--- src/hw/bcd_map.vh ---
// constants for the brushless commutation decoder
`ifndef BCD_MAP_VH
`define BCD_MAP_VH
// -----------------------------------------------------------------------------
// timing
// -----------------------------------------------------------------------------
`define BCD_CLK_MHZ 100
`define BCD_SPEED_PULSE_NS 140000
`define BCD_SPEED_PULSE_CYC ((`BCD_SPEED_PULSE_NS * `BCD_CLK_MHZ + 999) / 1000)
// -----------------------------------------------------------------------------
// phase one-hot positions {c,b,a}
// -----------------------------------------------------------------------------
`define BCD_PH_NONE 3'h0
`define BCD_PH_A 3'h1
`define BCD_PH_B 3'h2
`define BCD_PH_C 3'h4
`define BCD_LOW_RST 3'h0
`define BCD_HIGH_N_RST 3'h7
`endif

--- src/hw/bcd_sync.v ---
// two-stage synchroniser for a group of asynchronous inputs
`timescale 1ns/1ps
module bcd_sync #(
	parameter W = 4
) (
	// clock
	input wire clk,
	input wire rst,
	input wire ce,
	// data
	input wire [W-1:0] d,
	output wire [W-1:0] q
);
	reg [W-1:0] s1_q;
	reg [W-1:0] s2_q;
	always @(posedge clk) begin
		if (rst) begin
			s1_q <= {W{1'b0}};
			s2_q <= {W{1'b0}};
		end else if (ce) begin
			s1_q <= d;
			s2_q <= s1_q;
		end
	end
	assign q = s2_q;
endmodule // bcd_sync

--- src/hw/bcd_decoder.v ---
// commutation decoder top: position latch, speed pulse, drive decode
`timescale 1ns/1ps
`include "bcd_map.vh"
module bcd_decoder #(
	parameter PULSE_CYC = `BCD_SPEED_PULSE_CYC
) (
	// clock and reset
	input wire clk,
	input wire rst,
	input wire ce,
	// rotor position sensors
	input wire rotor_position_a,
	input wire rotor_position_b,
	input wire rotor_position_c,
	// control
	input wire direction,
	input wire speed_fast,
	input wire four_quadrant,
	input wire brake,
	input wire pwm_on,
	// speed pulse
	output reg speed_pulse,
	// drivers, phase order {c,b,a}
	output reg [2:0] low_side,
	output reg [2:0] high_side_n
);
	// -------------------------------------------------------------------------
	// input synchronisation
	// -------------------------------------------------------------------------
	wire [3:0] sync_w;
	bcd_sync #(.W(4)) u_sync (
		.clk(clk),
		.rst(rst),
		.ce(ce),
		.d({direction, rotor_position_a, rotor_position_b, rotor_position_c}),
		.q(sync_w)
	);
	wire dir_s = sync_w[3];
	wire [2:0] pos_s = sync_w[2:0];
	// -------------------------------------------------------------------------
	// decode: code is {a,b,c}; returns {low[2:0], high[2:0]} one-hot, both zero for codes 0 and 7
	// -------------------------------------------------------------------------
	function [5:0] bcd_decode;
		input fwd;
		input [2:0] code;
		begin
			bcd_decode = {`BCD_PH_NONE, `BCD_PH_NONE};
			if (fwd) begin
				case (code)
					3'h1: bcd_decode = {`BCD_PH_B, `BCD_PH_A};
					3'h3: bcd_decode = {`BCD_PH_C, `BCD_PH_A};
					3'h2: bcd_decode = {`BCD_PH_C, `BCD_PH_B};
					3'h6: bcd_decode = {`BCD_PH_A, `BCD_PH_B};
					3'h4: bcd_decode = {`BCD_PH_A, `BCD_PH_C};
					3'h5: bcd_decode = {`BCD_PH_B, `BCD_PH_C};
					default: bcd_decode = {`BCD_PH_NONE, `BCD_PH_NONE};
				endcase
			end else begin
				case (code)
					3'h5: bcd_decode = {`BCD_PH_C, `BCD_PH_B};
					3'h4: bcd_decode = {`BCD_PH_C, `BCD_PH_A};
					3'h6: bcd_decode = {`BCD_PH_B, `BCD_PH_A};
					3'h2: bcd_decode = {`BCD_PH_B, `BCD_PH_C};
					3'h3: bcd_decode = {`BCD_PH_A, `BCD_PH_C};
					3'h1: bcd_decode = {`BCD_PH_A, `BCD_PH_B};
					default: bcd_decode = {`BCD_PH_NONE, `BCD_PH_NONE};
				endcase
			end
		end
	endfunction
	// -------------------------------------------------------------------------
	// position latch, direction latch and speed pulse
	// -------------------------------------------------------------------------
	reg [2:0] pos_q;
	reg dir_q;
	reg [31:0] cnt_q;
	wire pos_change = (pos_s != pos_q);
	always @(posedge clk) begin
		if (rst) begin
			pos_q <= 3'h0;
			dir_q <= 1'b1;
			cnt_q <= 32'h0;
			speed_pulse <= 1'b0;
		end else if (ce) begin
			// direction only follows the input while rotation is slow
			if (!speed_fast)
				dir_q <= dir_s;
			if (brake) begin
				cnt_q <= 32'h0;
				speed_pulse <= 1'b0;
				pos_q <= pos_s;
			end else if (speed_pulse) begin
				// blanking: latch is closed until the pulse ends
				if (cnt_q <= 32'h1)
					speed_pulse <= 1'b0;
				cnt_q <= cnt_q - 32'h1;
			end else if (pos_change) begin
				pos_q <= pos_s;
				speed_pulse <= 1'b1;
				cnt_q <= PULSE_CYC;
			end
		end
	end
	// -------------------------------------------------------------------------
	// driver output stage
	// -------------------------------------------------------------------------
	wire [5:0] dec_w = bcd_decode(dir_q, pos_q);
	always @(posedge clk) begin
		if (rst) begin
			low_side <= `BCD_LOW_RST;
			high_side_n <= `BCD_HIGH_N_RST;
		end else if (ce) begin
			if (brake) begin
				low_side <= 3'h7 & {3{pwm_on}};
				high_side_n <= 3'h7;
			end else if (four_quadrant) begin
				low_side <= dec_w[5:3] & {3{pwm_on}};
				high_side_n <= ~(dec_w[2:0] & {3{pwm_on}});
			end else begin
				low_side <= dec_w[5:3] & {3{pwm_on}};
				high_side_n <= ~dec_w[2:0];
			end
		end
	end
endmodule // bcd_decoder

--- config.mk ---
export PLATFORM = sky130hd
export DESIGN_NAME = bcd_decoder
export DESIGN_NICKNAME = d
export VERILOG_FILES = /design/src/hw/bcd_sync.v /design/src/hw/bcd_decoder.v
export VERILOG_INCLUDE_DIRS = /design/src /design/src/hw
export SDC_FILE = /design/constraint.sdc
export NUM_CORES = 1
export LEC_CHECK = 0
export ABC_AREA = 1
export BUFFER_PORTS_ARGS = -buffer_cell sky130_fd_sc_hd__buf_2
export CORE_MARGIN = 10
export CORE_UTILIZATION = 55
export DETAILED_ROUTE_END_ITERATION = 16
export PLACE_DENSITY = 0.73
export SETUP_SLACK_MARGIN = 0.1
export SKIP_LAST_GASP = 1
export SLEW_MARGIN = 20
export SYNTH_ARGS = -nofsm -noshare
export SYNTH_HDL_FRONTEND = slang
export SYNTH_SLANG_ARGS = --single-unit
--- constraint.sdc ---
create_clock -name clk -period 1.75 [get_ports clk]
set_input_delay 0 -clock clk [delete_from_list [all_inputs] [get_ports clk]]
set_output_delay 0 -clock clk [all_outputs]
set_load 0.01 [all_outputs]
# Word-level counts from Yosys, hierarchy flattened
# Index checks and enable logic that the tools add are counted.
# Widths: inputs -> output; s select.
[word_totals] reg_bits=51 latchBits=0 ramBits=0 romBits=0 inputBits=11 output_inout_bits=7 memories=0
[op_classes] addsub=1 multipliers=0 div=0 order_cmp=1 eq_ne=8 n_shift=0 muxes=16 bitwise=5 n_reduce_logical=5
[ops] operator="$mux 32" n=3
[ops] operator="$pmux 6 s6" n=2
[ops] operator="$le 32x1->1 const B" n=1
[ops] operator="$sub 32x1->32 const B" n=1
[ops] operator="$mux 3" n=6
[ops] operator="$eq 3x3->1 const B" n=3
[ops] operator="$and 3x3->3" n=2
[ops] operator="$eq 3x2->1 const B" n=2
[ops] operator="$mux 6" n=1
[ops] operator="$not 3->3" n=2
[ops] operator="$mux 1" n=4
[ops] operator="$reduce_and 2->1" n=2
[ops] operator="$eq 3x1->1 const B" n=1
[ops] operator="$ne 3x3->1" n=1
[ops] operator="$reduce_and 3->1" n=1
[ops] operator="$reduce_bool 3->1" n=1
[ops] operator="$ne 2x2->1 const B" n=1
[ops] operator="$reduce_bool 2->1" n=1
[ops] operator="$not 1->1" n=1

# Logic depth before layout (Yosys ltp)
[depth] word_depth=7 mapped_depth=11

# Hierarchy
# Synthesis repeated with hierarchy kept, for this count alone.
[hier_totals] cells_unflattened=491 area_unflattened_um2=3045.4
[by_module_without_submodules] mod="bcd_decoder" n_inst=1 cells_each=440 area_per_inst_um2=2702.6 seq_area_each_um2=860.8
[by_module_without_submodules] mod="bcd_sync" n_inst=1 cells_each=51 area_per_inst_um2=342.8 seq_area_each_um2=160.2

# Least setup slack after synthesis
# OpenSTA, ideal clock, no wires.
[synth_timing] kind="register -> register" from="register cnt_q[0]" to="register cnt_q[24]" t_arrival_ns=1.325 t_required_ns=1.637 setup_slack_ns=0.313 path_stages_with_launch=12 path_buffers=0 period_less_slack_ns=1.437 path_cell_list="dfxtp_1 inv_1 ha_1 nand3_2 inv_1 nand2_1 nor2_1 nand2_1 nor2_1 nand2_1 nand2_1 nor2_1"
[synth_between] elab_chain_cells=3
[synth_lines] item="start, declared" line_no="bcd_decoder.v:76" rtl="reg [31:0] cnt_q;"
[synth_lines] item="start signal, assigned" line_no="bcd_decoder.v:96" rtl="cnt_q <= cnt_q - 32'h1;"
[synth_lines] item="$sub 32x1->32" line_no="bcd_decoder.v:96"
[synth_lines] item="$mux 32" line_no="bcd_decoder.v:92" rtl="end else if (speed_pulse) begin"
[synth_lines] item="$mux 32" line_no="bcd_decoder.v:88" rtl="if (brake) begin"
# Every way passes these cells.
# A chain may end at the register's enable or synchronous reset.

# Worst setup path in the final report
# Ends and elaborated chain as after synthesis.

==> summary.md <==
| Metric | Value |
|---|---|
| Total track usage | `16.6%` |
| Seq/Total Area, Yosys | `35.8%` |
| Remaining DRCs | `0` |
| Slew @ Worst Pin | `0.474 ns` |
| Setup TNS Final | `0 ns` |
| Initial antenna violation count | `0` |
| Crit share post-route | `88.9%` |
| Hold slack | `0.0584 ns` |
| Fin. Hold Viols | `0` |
| Avg Inst Size Synth | `6.37 um^2` |
| Asr flop ratio synth | `0%` |
| I/O Pins | `18` |
| Setup ws final | `0.194 ns` |
| Clock power frac | `26.1%` |
| Via count | `2846` |
| Drt wl/cell | `12.9 um` |
| Num CTS Buffers | `5` |
| Proportion of layout cells with a drive suffix above 1 | `15.9%` |
| First-pass GRT wire length | `11.9 mm` |
| Setup Viol. Count Final | `0` |
| Mapped Cells | `448` |
| RD Place Congestion | `0.943` |
| Sw Share | `36.6%` |
| Slowest CP cell | `dfxtp_1` |
| DIE HEIGHT | `92.1 um` |
| Crit end category | `flop` |
| Comb power frac | `33.2%` |
| Seq pwr share | `40.7%` |
| Fin cells | `541` |
| Crit Path Class | `reg2reg` |
| Min Tclk post-route | `1.56 ns` |
| Die width | `92.1 um` |
| Post-route antenna net violation count | `0` |
| Tot Pwr | `3290 uW` |
| Vias in the first global route | `2711` |
| Register Area | `1020 um^2` |
| YS warnings | `0` |
| Worst min-delay path class | `in2reg` |
| Longest Clk Path Bufs | `2` |
| Synthesized area | `2860 um^2` |
| CP Launch Type | `flop` |
| CTS Sinks | `51` |
| Vias per cell | `5.26` |
| IO buf count | `17` |
| Max incr delay on CP | `0.34 ns` |
| Fmax | `0.643 GHz` |
| Max Cap Viol | `0` |
| Most frequent CP cell | `nand2_1` |
| Core Footprint | `5070 um^2` |
| CP arrival | `1.77 ns` |
| Slew Viols, Final | `0` |
| Clock Pin Slew Worst Setup and Hold Paths | `0.10 ns` |
| Drt initial violations | `187` |
| Int Pwr | `2090 uW` |
| P_leak | `0.00142 uW` |
| Area Growth Syn to Fin | `13.1%` |
| Clock Skew | `0.0113 ns` |
| Remaining global-route overflow | `0` |
| Post-Place Cells | `527` |
| Peak VDD IR | `642 uV` |
| TritonCTS clock tree | `built` |
| Largest net degree at the start of global routing | `29` |
| NetSw | `1200 uW` |
| Setup WS pre-CTS | `0.129 ns` |
| Syn_nets | `461` |
| RSZ-0062 raised after global routing | `true` |
| Row count | `26` |
| Number of synthesized flops with an enable pin | `0` |
| PD cells | `1020 nW/um^2` |
| Root Buffer | `clkbuf_8` |
| Main synth FF type | `dfxtp_1` |
| Unique masters post-synth | `32` |
| Placed wire-length estimate | `5.08 mm` |
| Clk_lat worst skew | `0.31 ns` |
| FILL cells | `502` |
| Multi-input logic area | `1630 um^2` |
| Htree depth | `2` |
| Antenna diode count | `0` |
| Detailed Routing Iterations Pass 1 | `5` |
| Critical Path RT | `1.96 ns` |
| Synthesis-stage register bit count | `51` |
| Initial Utilization | `56.3%` |
| Die area | `8470 um^2` |
| Routed WL | `7.01 mm` |
| Crit path cell chain | `inv_1, ha_2, nand3_4, inv_2, nand2_1, nor2_4, nand2_1, nor2_1, nand2_1, nand2_1, nor2_1` |
| Final nets | `483` |
| Status | `finished, final reports clean` |
| Slew HR | `68.4%` |
| Worst-path maximum fanout | `4` |
[metrics by stage]
| step | cell area [um^2] | util [%] |
|---|---|---|
| global placement | 3000 | 59.0 |
| floorplan | 2860 | - |
| global route | 3230 | 63.7 |
| finish | 3230 | 63.7 |
| CTS | 3170 | 62.4 |
| detailed placement | 3000 | 59.0 |
[critical path, delay by kind of cell, from the launching register on]
kind	cells	cell delay (ns)
buffers and inverters	2	0.20
adder cells (fa/ha/maj)	1	0.23
AND/OR/NAND/NOR	8	0.69
flip-flops	1	0.34
[cell families (layout without fill, tap and decap cells)]
| family | Yosys count | count (layout) | share of synthesized area [%] |
|---|---|---|---|
| buf+inv | 58 | 81 | 9.20 |
| compound gates | 70 | 70 | 12.8 |
| fa+ha+maj | 2 | 2 | 0.876 |
| simple gates | 266 | 266 | 40.8 |
| flops | 51 | 51 | 35.8 |
| xor+xnor | 1 | 1 | 0.570 |
[cell usage in the layout, fill, tap and decap left out, types with 2 or more instances in the layout]
cell / count
nand2_2: 2
nand3_2: 13
dlygate4sd3_1: 5
buf_4: 6
nor3_1: 6
nor2_2: 12
a21oi_1: 36
o21ai_0: 28
nand2_1: 115
nand3_1: 24
nor2_4: 3
inv_2: 3
nor2_1: 82
clkbuf_8: 6
buf_2: 17
o211ai_1: 2
dfxtp_2: 2
dfxtp_1: 49
inv_1: 40
[worst paths after layout]
| kind | slack [ns] | depth (start not counted) | start | end |
|---|---|---|---|---|
| min reg2reg | 0.47 | 2 | low_side[1] | low_side[1] |
| max | 0.19 | 11 | cnt_q[0] | cnt_q[24] |
| max reg2reg | 0.19 | 11 | cnt_q[0] | cnt_q[24] |
| min | 0.06 | 2 | rst | low_side[1] |
[layer usage]
metal	up-vias	global-route usage (%)	share of wire, %
met5	-	0	0
met4	0	5.27	2.1
met3	15	3.99	4.8
met2	69	28.6	47
met1	1286	19.9	46
li1	1476	-	-
[registers in the layout, indices dropped and copies added, names as in the netlist]
name / cells
u_sync.s1_q: 4
speed_pulse: 1
low_side: 3
pos_q: 3
u_sync.q: 4
dir_q: 1
high_side_n: 3
cnt_q: 32
[cell usage after synthesis, types with 2 or more instances]
cell / number / area [um^2]
nand2_1: 115 / 432
nor2_1: 93 / 349
dfxtp_1: 51 / 1020
inv_1: 41 / 154
a21oi_1: 36 / 180
o21ai_0: 28 / 140
nand3_1: 26 / 130
nand3_2: 12 / 120
nor3_1: 7 / 35.0
clkbuf_1: 5 / 18.8
buf_2: 3 / 15.0
buf_4: 3 / 22.5
buf_6: 3 / 33.8
ha_1: 2 / 25.0
inv_2: 2 / 7.51
nand2_2: 2 / 12.5
nor2_2: 2 / 12.5
nor2_4: 2 / 22.5
o211ai_1: 2 / 15.0
[area by class of cell]
type,count,share of cell area [%]
well taps,70,2.71
flip-flops and latches,51,31.7
inverters,44,5.34
repair buffers,29,6.20
clock buffers,6,2.56
multi-input cells,339,50.4
clock inverters,2,1.08
[what timing repair did]
| item | 4_1_cts | 5_1_grt |
|---|---|---|
| setup buffers | 0 | 1 |
| endpoints found under the setup margin | 1 | 17 |
| pin swaps | 0 | 1 |
| gates cloned | 0 | 0 |
| hold buffers | 5 | 0 |
| hold endpoints to repair | 5 | 0 |
| gates resized for setup | 1 | 19 |
[power groups by stage]
| stage | Clock (uW) | Combinational, uW | Sequential [uW] |
|---|---|---|---|
| 4_1_cts | 883 | 1010 | 1330 |
| 2_1_floorplan | 0 | 783 | 1340 |
| 5_1_grt | 925 | 1230 | 1350 |
| 3_5_place_dp | 0 | 995 | 1360 |
| 3_3_place_gp | 0 | 979 | 1350 |
| 6_report | 860 | 1090 | 1340 |
Note: power is estimated with default switching activity, not from simulation.
